$ cat config.mk
export PLATFORM = sky130hd
export DESIGN_NAME = usff_frame_baud
export DESIGN_NICKNAME = d
export VERILOG_FILES = /design/src/logic/usff_pkg.sv /design/src/logic/usff_baud_gen.sv /design/src/logic/usff_frame_baud.sv
export VERILOG_INCLUDE_DIRS = /design/src /design/src/logic
export SDC_FILE = /design/constraint.sdc
export NUM_CORES = 1
export LEC_CHECK = 0
export BUFFER_PORTS_ARGS = -buffer_cell sky130_fd_sc_hd__clkbuf_2
export CAP_MARGIN = 20
export CORE_ASPECT_RATIO = 1.1
export CORE_MARGIN = 8
export CORE_UTILIZATION = 47
export DETAILED_ROUTE_END_ITERATION = 10
export PLACE_DENSITY = 0.67
export SLEW_MARGIN = 10
export SYNTH_ARGS = -nofsm -noshare
export SYNTH_HDL_FRONTEND = slang
export SYNTH_SLANG_ARGS = --single-unit
$ cat constraint.sdc
create_clock -name clk_sys -period 9.9 [get_ports clk_sys]
set_input_delay 0.99 -clock clk_sys [delete_from_list [all_inputs] [get_ports clk_sys]]
set_output_delay 0.99 -clock clk_sys [all_outputs]
set_load 0.03 [all_outputs]
$ cat src/logic/usff_map.svh
`ifndef USFF_MAP_SVH
`define USFF_MAP_SVH

// ----------------------------------------
// Register indices (byte address = 4 * index)
// ----------------------------------------
`define USFF_IDX_STAT 10'h0C0
`define USFF_IDX_CTLB 10'h0C1
`define USFF_IDX_FMT 10'h0C2
`define USFF_IDX_DIVLO 10'h0C4
`define USFF_IDX_DIVHI 10'h0C5
`define USFF_IDX_DATA 10'h0C6

// ----------------------------------------
// Field positions
// ----------------------------------------
`define USFF_FMT_POL 0
`define USFF_FMT_SZLO 1
`define USFF_FMT_STOP 3
`define USFF_FMT_PODD 4
`define USFF_FMT_PEN 5
`define USFF_FMT_SYNC 6
`define USFF_CTLB_TX9 0
`define USFF_CTLB_RX9 1
`define USFF_CTLB_SZHI 2
`define USFF_CTLB_TXEN 3
`define USFF_CTLB_RXEN 4
`define USFF_STAT_DBL 1
`define USFF_STAT_TXE 5
`define USFF_STAT_RXC 7

// ----------------------------------------
// Reset values and timing
// ----------------------------------------
`define USFF_FMT_RST 8'h06
`define USFF_DIV_W 12
`define USFF_CODE_NINE 3'h7
`define USFF_SUB_NORMAL 4'hF
`define USFF_SUB_DOUBLE 4'h7

`endif

$ cat src/logic/usff_pkg.sv
`include "usff_map.svh"

package usff_pkg;

	typedef enum logic [1:0] {
		USFF_TX_IDLE = 2'b00,
		USFF_TX_DATA = 2'b01,
		USFF_TX_PAR = 2'b10,
		USFF_TX_STOP = 2'b11
	} usff_tx_t;

	typedef enum logic [2:0] {
		USFF_RX_IDLE = 3'b000,
		USFF_RX_START = 3'b001,
		USFF_RX_DATA = 3'b010,
		USFF_RX_PAR = 3'b011,
		USFF_RX_STOP = 3'b100
	} usff_rx_t;

	typedef struct packed {
		logic [`USFF_DIV_W-1:0] cnt;
		logic tick;
	} usff_bg_t;

	typedef struct packed {
		logic [7:0] divLo;
		logic [3:0] divHi;
		logic reload;
		logic [7:0] fmt;
		logic [4:0] ctlB;
		logic dblSpeed;
		logic [31:0] rdata;
		logic [2:0] xckSync;
		logic xckLvl;
		logic [2:0] rxdSync;
		logic rxdLvl;
		logic [3:0] txSub;
		usff_tx_t txState;
		logic [8:0] txBuf;
		logic txFull;
		logic [8:0] txShift;
		logic [3:0] txCnt;
		logic txPar;
		logic txd;
		usff_rx_t rxState;
		logic [3:0] rxSub;
		logic [3:0] rxCnt;
		logic [8:0] rxShift;
		logic [8:0] rxData;
		logic rxFull;
	} usff_state_t;

endpackage

$ cat src/logic/usff_baud_gen.sv
`timescale 1ns/100ps
`default_nettype none
`include "usff_map.svh"

module usff_baud_gen
	import usff_pkg::*;
(
	input wire logic clk_sys,
	input wire logic sys_rst,
	input wire logic [`USFF_DIV_W-1:0] divisor,
	input wire logic reload,
	output logic baudTick
);

	usff_bg_t s_reg;
	usff_bg_t s_next;

	// ----------------------------------------
	// Prescaler: one tick every divisor+1 clocks
	// ----------------------------------------
	always_comb begin
		s_next = s_reg;
		s_next.tick = 1'b0;
		if (reload) begin
			s_next.cnt = divisor;
		end else if (s_reg.cnt == '0) begin
			s_next.cnt = divisor;
			s_next.tick = 1'b1;
		end else begin
			s_next.cnt = s_reg.cnt - `USFF_DIV_W'(1);
		end
	end

	always_ff @(posedge clk_sys or posedge sys_rst) begin
		if (sys_rst) begin
			s_reg <= '{default: '0};
		end else begin
			s_reg <= s_next;
		end
	end

	assign baudTick = s_reg.tick;
endmodule

`default_nettype wire

$ cat src/logic/usff_frame_baud.sv
`timescale 1ns/100ps
`default_nettype none
`include "usff_map.svh"

module usff_frame_baud
	import usff_pkg::*;
(
	input wire logic clk_sys,
	input wire logic sys_rst,
	input wire logic [11:0] paddr,
	input wire logic psel,
	input wire logic penable,
	input wire logic pwrite,
	input wire logic [31:0] pwdata,
	output logic [31:0] prdata,
	output logic pready,
	output logic pslverr,
	input wire logic rxdPin,
	input wire logic xckPin,
	output logic txdPin
);

	// ----------------------------------------
	// State and decode
	// ----------------------------------------
	localparam usff_state_t STATE_RST = '{fmt: `USFF_FMT_RST, xckSync: 3'h0,
		rxdSync: 3'h7, rxdLvl: 1'b1, txd: 1'b1, txState: USFF_TX_IDLE,
		rxState: USFF_RX_IDLE, default: '0};

	usff_state_t s_reg;
	usff_state_t s_next;
	logic baudTick;
	logic [9:0] idx;
	logic hit, setup, wrAcc, rdAcc;
	logic syncMode, pol, stop2, parEn, txEn, rxEn;
	logic [3:0] lim, nBits;
	logic [2:0] sizeCode;
	logic xckRise, xckFall, txEdge, rxEdge, txAdv, rxSample;
	logic [8:0] rxAligned;

	assign idx = paddr[11:2];
	assign setup = psel && !penable;
	assign wrAcc = psel && penable && pwrite;
	assign rdAcc = psel && penable && !pwrite;
	assign hit = (idx == `USFF_IDX_STAT) || (idx == `USFF_IDX_CTLB) ||
		(idx == `USFF_IDX_FMT) || (idx == `USFF_IDX_DIVLO) ||
		(idx == `USFF_IDX_DIVHI) || (idx == `USFF_IDX_DATA);
	assign pready = 1'b1;
	assign pslverr = psel && penable && !hit;
	assign prdata = s_reg.rdata;
	assign txdPin = s_reg.txd;

	assign syncMode = s_reg.fmt[`USFF_FMT_SYNC];
	assign pol = s_reg.fmt[`USFF_FMT_POL];
	assign stop2 = s_reg.fmt[`USFF_FMT_STOP];
	assign parEn = s_reg.fmt[`USFF_FMT_PEN];
	assign txEn = s_reg.ctlB[`USFF_CTLB_TXEN];
	assign rxEn = s_reg.ctlB[`USFF_CTLB_RXEN];
	assign sizeCode = {s_reg.ctlB[`USFF_CTLB_SZHI], s_reg.fmt[`USFF_FMT_SZLO +: 2]};
	// Reserved size codes fall back to eight bits
	assign nBits = (sizeCode == `USFF_CODE_NINE) ? 4'd9 :
		(sizeCode[2] ? 4'd8 : 4'd5 + {2'b00, sizeCode[1:0]});
	assign lim = s_reg.dblSpeed ? `USFF_SUB_DOUBLE : `USFF_SUB_NORMAL;

	// ----------------------------------------
	// Serial clock edges, taken once stages two and three agree
	// ----------------------------------------
	assign xckRise = (s_reg.xckSync[1] == s_reg.xckSync[2]) && s_reg.xckSync[2] && !s_reg.xckLvl;
	assign xckFall = (s_reg.xckSync[1] == s_reg.xckSync[2]) && !s_reg.xckSync[2] && s_reg.xckLvl;
	assign txEdge = pol ? xckFall : xckRise;
	assign rxEdge = pol ? xckRise : xckFall;
	// Async bit time is lim+1 prescaler ticks
	assign txAdv = syncMode ? txEdge : (baudTick && s_reg.txSub == lim);
	assign rxSample = syncMode ? rxEdge : (baudTick && s_reg.rxSub ==
		((s_reg.rxState == USFF_RX_START) ? {1'b0, lim[3:1]} : lim));
	assign rxAligned = s_reg.rxShift >> (4'd9 - nBits);

	usff_baud_gen u_baud (
		.clk_sys(clk_sys),
		.sys_rst(sys_rst),
		.divisor({s_reg.divHi, s_reg.divLo}),
		.reload(s_reg.reload),
		.baudTick(baudTick)
	);

	// ----------------------------------------
	// Next state
	// ----------------------------------------
	always_comb begin
		s_next = s_reg;
		s_next.reload = 1'b0;
		s_next.xckSync = {s_reg.xckSync[1:0], xckPin};
		s_next.rxdSync = {s_reg.rxdSync[1:0], rxdPin};
		if (s_reg.xckSync[1] == s_reg.xckSync[2]) begin
			s_next.xckLvl = s_reg.xckSync[2];
		end
		if (s_reg.rxdSync[1] == s_reg.rxdSync[2]) begin
			s_next.rxdLvl = s_reg.rxdSync[2];
		end
		if (baudTick) begin
			s_next.txSub = (s_reg.txSub == lim) ? 4'h0 : s_reg.txSub + 4'h1;
			s_next.rxSub = s_reg.rxSub + 4'h1;
		end

		// Register reads are captured in the setup cycle
		if (setup) begin
			unique case (idx)
				`USFF_IDX_STAT: s_next.rdata = {24'h000000, s_reg.rxFull, 1'b0, !s_reg.txFull,
					3'h0, s_reg.dblSpeed, 1'b0};
				`USFF_IDX_CTLB: s_next.rdata = {24'h000000, 3'h0, s_reg.ctlB[4:2],
					s_reg.rxData[8], s_reg.ctlB[0]};
				`USFF_IDX_FMT: s_next.rdata = {24'h000000, 1'b0, s_reg.fmt[6:0]};
				`USFF_IDX_DIVLO: s_next.rdata = {24'h000000, s_reg.divLo};
				`USFF_IDX_DIVHI: s_next.rdata = {24'h000000, 4'h0, s_reg.divHi};
				`USFF_IDX_DATA: s_next.rdata = {24'h000000, s_reg.rxData[7:0]};
				default: s_next.rdata = 32'h00000000;
			endcase
		end
		if (wrAcc) begin
			unique case (idx)
				`USFF_IDX_STAT: s_next.dblSpeed = pwdata[`USFF_STAT_DBL];
				`USFF_IDX_CTLB: begin
					s_next.ctlB = {pwdata[4:2], 1'b0, pwdata[0]};
				end
				`USFF_IDX_FMT: s_next.fmt = {1'b0, pwdata[6:0]};
				`USFF_IDX_DIVLO: begin
					s_next.divLo = pwdata[7:0];
					s_next.reload = 1'b1;
				end
				`USFF_IDX_DIVHI: s_next.divHi = pwdata[3:0];
				`USFF_IDX_DATA: begin
					// Writes while the buffer is full are dropped
					if (!s_reg.txFull) begin
						s_next.txBuf = {s_reg.ctlB[`USFF_CTLB_TX9], pwdata[7:0]};
						s_next.txFull = 1'b1;
					end
				end
				default: ;
			endcase
		end
		if (rdAcc && idx == `USFF_IDX_DATA) begin
			s_next.rxFull = 1'b0;
		end

		// ----------------------------------------
		// Transmitter
		// ----------------------------------------
		unique case (s_reg.txState)
			USFF_TX_IDLE: begin
				if (txAdv && txEn && s_reg.txFull) begin
					s_next.txd = 1'b0;
					s_next.txShift = s_reg.txBuf;
					s_next.txFull = 1'b0;
					s_next.txCnt = 4'h0;
					s_next.txPar = s_reg.fmt[`USFF_FMT_PODD];
					s_next.txState = USFF_TX_DATA;
				end
			end
			USFF_TX_DATA: begin
				if (txAdv) begin
					s_next.txd = s_reg.txShift[0];
					s_next.txShift = {1'b0, s_reg.txShift[8:1]};
					s_next.txPar = s_reg.txPar ^ s_reg.txShift[0];
					s_next.txCnt = s_reg.txCnt + 4'h1;
					if (s_reg.txCnt == nBits - 4'h1) begin
						s_next.txCnt = 4'h0;
						s_next.txState = parEn ? USFF_TX_PAR : USFF_TX_STOP;
					end
				end
			end
			USFF_TX_PAR: begin
				if (txAdv) begin
					s_next.txd = s_reg.txPar;
					s_next.txState = USFF_TX_STOP;
				end
			end
			USFF_TX_STOP: begin
				if (txAdv) begin
					s_next.txd = 1'b1;
					s_next.txCnt = s_reg.txCnt + 4'h1;
					if (s_reg.txCnt == {3'h0, stop2}) begin
						s_next.txCnt = 4'h0;
						s_next.txState = USFF_TX_IDLE;
					end
				end
			end
		endcase

		// ----------------------------------------
		// Receiver: one stop bit, level unchecked, whatever the stop select
		// ----------------------------------------
		unique case (s_reg.rxState)
			USFF_RX_IDLE: begin
				if (rxEn && !s_reg.rxdLvl && (!syncMode || rxEdge)) begin
					s_next.rxSub = 4'h0;
					s_next.rxCnt = 4'h0;
					s_next.rxState = syncMode ? USFF_RX_DATA : USFF_RX_START;
				end
			end
			USFF_RX_START: begin
				if (rxSample) begin
					s_next.rxSub = 4'h0;
					s_next.rxState = s_reg.rxdLvl ? USFF_RX_IDLE : USFF_RX_DATA;
				end
			end
			USFF_RX_DATA: begin
				if (rxSample) begin
					s_next.rxSub = 4'h0;
					s_next.rxShift = {s_reg.rxdLvl, s_reg.rxShift[8:1]};
					s_next.rxCnt = s_reg.rxCnt + 4'h1;
					if (s_reg.rxCnt == nBits - 4'h1) begin
						s_next.rxState = parEn ? USFF_RX_PAR : USFF_RX_STOP;
					end
				end
			end
			USFF_RX_PAR: begin
				if (rxSample) begin
					s_next.rxSub = 4'h0;
					s_next.rxState = USFF_RX_STOP;
				end
			end
			USFF_RX_STOP: begin
				if (rxSample) begin
					// New character wins over a same-cycle buffer read
					s_next.rxData = rxAligned;
					s_next.rxFull = 1'b1;
					s_next.rxState = USFF_RX_IDLE;
				end
			end
			default: s_next.rxState = USFF_RX_IDLE;
		endcase
	end

	always_ff @(posedge clk_sys or posedge sys_rst) begin
		if (sys_rst) begin
			s_reg <= STATE_RST;
		end else begin
			s_reg <= s_next;
		end
	end
endmodule

`default_nettype wire

==> impl_metrics.toml, run 1 <==
[run_status]
outcome = "finished, final reports clean"

[clock_network]
clock-sinks = 115
cts_max_path_buffers = 2
cts_hold_buf = 0
cts-resized-gates = 0
cts_root_buffer = "clkbuf_16"
numCtsBuffers = 17
post_cts_buffers = 0
cts_max_level = 4
cts.reportedPaths.clkPinSlew_ns = 0.06
cts_tree = "built"
clk-insertion-delay-late_ns = 0.42

[sta]
setup_slack_ns = 6.272
hold_violations = 0
fmax_mhz = 275.6
finalCritPeriodShare_pct = 36.65
finClkSkew_ns = 0.009598
setup-tns-final_ns = 0
timing.final.crit_period_ns = 3.628
setup_viol_count_final = 0
holdWs_ns = 0.3553
maxSlewHeadroom_pct = 50.27
worst_slew_pin_slew_ns = 0.7445
maxSlewViolCount = 0
rsz0062_at_grt = "no"

[global_routing]
antenna_found_initial = 0
grt_pass1_wl_um = 22250
grt-ovfl-total = 0
grt_usage_pct = 16.31
grt_pass1_vias = 4473
grt_max_degree = 86

[placed_design]
dpl_worst_slack_ns = 6.288
hpwl_um = 9963
post-place-cells = 749
place_area_sq_um = 6341
gp_congestion = 0.8825
port_buffers = 34

[die]
core_area_sq_um = 13050
die_w_um = 125.7
die_area_sq_um = 17180
ios = 86
rows = 44
initial_core_util_pct = 47.68
dieHeight_um = 136.7

[synthesis]
synth_top_area_cell = "dfrtp_1"
synth-seq-cells = 115
seq_area_frac_synth_pct = 46.40
synth_area_sq_um = 6221
synthArstFlopShare_pct = 100.0
ys_warn_count = 0
synthTopCellsByArea = "dfrtp_1 43%, mux2_2 6.5%, buf_4 4.1%"
synth_edf_count = 0
yosysTopAreaCellShare_pct = 43.44
syn_area_per_cell_sq_um = 10.65
synth_flop_cell = "dfrtp_1"
ys_types = 67
yosysMostFrequentCell = "dfrtp_1"
ys_top_cells_by_count = "108 x dfrtp_1, 49 x nor2_1, 36 x mux2_2, 35 x nand2_1, 34 x buf_4"
syn_inst = 584

[drt]
first_pass_iters = 5
vias = 4416
routed_wl_um = 13570
drc = 0
final_antenna_net_count = 0
wl_per_cell_um = 17.36
drt-initial-drc-count = 318
vias_per_cell = 5.647

[worst_setup_path]
cpMostUsedCell = "ha_1"
max_stage_delay_ns = 0.57
crit_fanout = 8
worst-path-buf-inv = 1
start_kind = "register"
worstPathCellList = "ha_1 -> nand2b_1 -> and2_1 -> clkinv_1 -> ha_1 -> xnor3_1 -> nand3_1 -> o41a_1 -> nor3b_1 -> mux2_2"
crit_arrival_ns = 3.93
required_ns = 10.20
cp_slowest_cell = "dfstp_2"
worst-setup-path-type = "reg -> reg"
cpLargestDelayFamily = "simple AND/OR/NAND/NOR gates"
end_kind = "register"

[finish]
finalInstanceArea_sq_um = 6977
nets = 675
multi_input_area_sq_um = 2955
syn_to_final_growth_pct = 12.15
fill_cells = 1123
finalNonFillerCells = 782
largest_register_ff_count = 86
layout-drive-gt1-share_pct = 21.58
regArea_sq_um = 2887
final_util_pct = 53.47
num_antenna_cells = 0

[flow_run]
max_cap_viol_count = 0

[min_path]
hp-class = "reg -> reg"

[power]
p_leak_nw = 3.175
power_mw = 1.427
p_per_area_nw_per_um2 = 204.6
max-vdd-ir-drop_uv = 106.3
cell type report:
class	instances	share of cell area [%]
well taps	161	2.887
clock buffers	18	6.295
flip-flops and latches	115	41.37
repair buffers	39	3.264
clock inverters	14	2.385
multi-input cells	409	42.36
inverters	26	1.435
layer usage:
layer / up-vias / routed length, um / track usage (%)
li1: 2083 / - / -
met1: 2188 / 5641 / 18.07
met2: 121 / 6827 / 28.39
met3: 24 / 766 / 5.027
met4: 0 / 337 / 7.583
met5: - / 0 / 0
cells by family (layout without fill, tap and decap cells):
group | Yosys count | in the layout | synth area share (%)
AND/OR/NAND/NOR | 159 | 159 | 13.58
AO/OA/AOI/OAI | 114 | 114 | 12.79
multiplexers | 67 | 67 | 12.19
XOR/XNOR | 27 | 27 | 4.022
buffers and inverters | 83 | 97 | 7.522
other | 2 | 25 | 0.1207
adder cells (fa/ha/maj) | 17 | 17 | 3.379
flip-flops | 115 | 115 | 46.40
power by group:
part / internal [mW] / leakage (nW) / switching, mW
clock: 0.385 / 0.295 / 0.238
combinational: 0.0999 / 1.36 / 0.137
sequential: 0.521 / 1.52 / 0.0460
total: 1.01 / 3.17 / 0.421
path summary, 6_finish.rpt:
path                                        start               endpoint  slack (ns)  depth (start not counted)
max                        s_reg[108]$_DFFE_PP1P_  s_reg[56]$_DFFE_PP0P_        6.27                         10
min                          s_next[63]$_DFF_PP1_   s_next[64]$_DFF_PP1_        0.36                          0
max reg2reg                s_reg[108]$_DFFE_PP1P_  s_reg[56]$_DFFE_PP0P_        6.27                         10
min reg2reg                  s_next[63]$_DFF_PP1_   s_next[64]$_DFF_PP1_        0.36                          0
max in group asynchronous                 sys_rst     txdPin$_DFFE_PP1P_        8.30                          4
min in group asynchronous                 sys_rst  prdata[5]$_DFFE_PP0P_        0.55                          2
cell usage in the layout (no fill, tap or decap), types with 3 or more instances in the layout:
cell,netlist,final
nor2b_1,4,4
a22oi_1,15,15
nand2b_1,9,9
nand4_1,4,4
buf_4,34,4
conb_1,2,25
inv_6,0,6
a21oi_1,29,29
xor2_1,4,4
nor4_1,3,3
a211oi_1,3,3
mux2i_1,21,21
a31oi_1,5,5
dfrtp_1,108,108
nor3_1,8,8
a222oi_1,5,5
nand2_1,35,35
clkinv_4,0,4
dfstp_2,7,7
o22ai_1,4,4
ha_1,16,16
o2111ai_1,4,4
nor2_1,49,48
nor3b_1,5,5
a221oi_1,3,3
inv_1,25,24
o21ai_0,16,16
mux2_2,36,36
clkbuf_2,0,34
nand3_1,10,10
a21o_1,5,5
and2_1,9,9
and3_1,3,3
mux2_4,8,8
clkbuf_16,0,17
xnor2_1,22,22
nand3b_1,4,4
o31ai_1,8,8
Note: power is estimated with default switching activity, not from simulation.
==> run 2: changes to the inputs <==
Clock period 9.9 ns to 3.6 ns, I/O delays scaled along.
==> run 2 against run 1 <==
  * Critical path type unchanged
  * Worst hold slack got worse by 0.32 ns
  * Core utilization fell by 0.057 points
  * Sequential power rose to 2.8 times the previous value
  * Wire length fell by 1.2%
  * Largest power group unchanged
==> impl_metrics.toml, run 2 (same netlist as run 1, synthesis figures left out) <==
[power]
pwr-share-seq_pct = 39.7
p_sw_share_pct = 27.59
p_per_area_nw_per_um2 = 563.6
clkPwrFrac_pct = 43.8
power_mw = 3.928
p_leak_nw = 3.171
p_int_mw = 2.844
power.switching_mw = 1.084
max-vdd-ir-drop_uv = 310.7
combPwrFrac_pct = 16.5

[worst_setup_path]
cp_slowest_cell = "dfstp_2"
cpLargestDelayFamily = "simple AND/OR/NAND/NOR gates"
timing.rr.start = "s_reg[108]$_DFFE_PP1P_"
reg2reg_slack_ns = 0.34
start_kind = "register"
worst-setup-path-type = "reg -> reg"
crit_arrival_ns = 3.55
ff2ff_path_depth = 10
cpMostUsedCell = "ha_1"
worst-path-buf-inv = 1
worstPathCellList = "ha_1 -> nand2b_1 -> and2_1 -> clkinv_1 -> ha_1 -> xnor3_1 -> nand3_1 -> o41a_1 -> nor3b_1 -> mux2_2"
crit_fanout = 6
timing.rr.end = "s_reg[56]$_DFFE_PP0P_"
required_ns = 3.89
end_kind = "register"
max_stage_delay_ns = 0.56

[clock_network]
clk-insertion-delay-late_ns = 0.41
cts_max_level = 4
clock-sinks = 115
cts_hold_buf = 0
cts_tree = "built"
cts.reportedPaths.clkPinSlew_ns = 0.06
cts_root_buffer = "clkbuf_16"
numCtsBuffers = 17
post_cts_buffers = 0
cts_max_path_buffers = 2
cts-resized-gates = 0

[die]
rows = 44
core_area_sq_um = 13050
die_w_um = 125.7
ios = 86
die_area_sq_um = 17180
initial_core_util_pct = 47.68
dieHeight_um = 136.7

[placed_design]
place_area_sq_um = 6364
port_buffers = 34
dpl_worst_slack_ns = 0.3560
hpwl_um = 9764
gp_congestion = 0.8680

[global_routing]
grt_max_degree = 61
grt_pass1_vias = 4382
grt_usage_pct = 16.71
antenna_found_initial = 0
grt_pass1_wl_um = 22450
grt-ovfl-total = 0

[finish]
final_util_pct = 53.41
finalInstanceArea_sq_um = 6969
largest_register_ff_count = 86
fill_cells = 1120
syn_to_final_growth_pct = 12.03
nets = 677
final_cell_mix = "108 x dfrtp_1, 49 x nor2_1, 36 x mux2_2"
num_antenna_cells = 0
final_common_cell = "dfrtp_1"
layout-drive-gt1-share_pct = 21.19

[sta]
setup_slack_ns = 0.3432
finClkSkew_ns = 0.007290
maxSlewViolCount = 0
maxSlewHeadroom_pct = 44.53
hold_violations = 0
fmax_mhz = 307.0
worst_slew_pin_slew_ns = 0.8304
timing.final.crit_period_ns = 3.257
rsz0062_at_grt = "no"
setup-tns-final_ns = 0
finalCritPeriodShare_pct = 90.47
setup_viol_count_final = 0

[drt]
first_pass_iters = 5
drt-initial-drc-count = 257
vias = 4387
wl_per_cell_um = 17.10
final_antenna_net_count = 0
drc = 0
routed_wl_um = 13410
vias_per_cell = 5.596

[min_path]
holdCritStartpoint = "rxdPin"
whs_endpoint = "s_next[63]$_DFF_PP1_"
hold_depth = 1
hp-class = "in -> reg"

[run_status]
outcome = "finished, final reports clean"

[flow_run]
max_cap_viol_count = 0
[run 2: cell count changes in the layout (fill, tap and decap cells not counted), sizes merged]
cell	previous run	this run
clkbuf	52	57
clkinv	5	4
clkinvlp	1	3
bufinv	2	3
buf	5	7
inv	32	25
[run 2: metrics by stage]
stage / hold slack [ns] / instances
final: 0.03412 / 784
after global routing: 0.01861 / 784
after CTS: 0.01352 / 784
after detailed placement: 0.3418 / 752
after global placement: 0.3455 / 752
after floorplan: 0.3312 / 607
[run 2: final cells by class]
| class | count | area [sq um] | area share (%) |
|---|---|---|---|
| Multi-Input combinational cell | 409 | 2953 | 42.37 |
| Sequential cell | 115 | 2887 | 41.42 |
| Timing Repair Buffer | 41 | 222.7 | 3.196 |
| Clock inverter | 9 | 127.6 | 1.831 |
| Clock buffer | 23 | 478.0 | 6.858 |
| Tap cell | 161 | 201.4 | 2.890 |
| Inverter | 26 | 100.1 | 1.436 |
[run 2: power groups by stage]
| stage | combinational (mW) | clock [mW] | sequential [mW] |
|---|---|---|---|
| 2_1_floorplan | 0.528 | 0 | 1.56 |
| 3_3_place_gp | 0.614 | 0 | 1.57 |
| 6_report | 0.648 | 1.72 | 1.56 |
| 5_1_grt | 0.736 | 1.81 | 1.58 |
| 3_5_place_dp | 0.647 | 0 | 1.58 |
| 4_1_cts | 0.654 | 1.75 | 1.56 |
[run 2: per-layer routing]
metal / vias to the layer above / routed length [um] / global-route usage, %
met5: - / 0 / 0
li1: 2088 / - / -
met3: 24 / 644 / 4.716
met2: 117 / 6678 / 28.42
met4: 0 / 359 / 8.666
met1: 2158 / 5729 / 18.99
[run 2: how the worst max path moves through the flow]
| stage | startpoint | endpoint | slack [ns] | depth (start not counted) |
|---|---|---|---|---|
| after floorplan | sys_rst | parEn$_DFFE_PP0P_ | 0.21 | 1 |
| after global placement | s_reg[108]$_DFFE_PP1P_ | s_reg[56]$_DFFE_PP0P_ | 0.42 | 10 |
| after detailed placement | s_reg[108]$_DFFE_PP1P_ | s_reg[55]$_DFFE_PP0P_ | 0.36 | 10 |
| after CTS | s_reg[108]$_DFFE_PP1P_ | s_reg[55]$_DFFE_PP0P_ | 0.32 | 10 |
| after global routing | s_reg[108]$_DFFE_PP1P_ | s_reg[56]$_DFFE_PP0P_ | 0.12 | 10 |
| final | s_reg[108]$_DFFE_PP1P_ | s_reg[56]$_DFFE_PP0P_ | 0.34 | 10 |
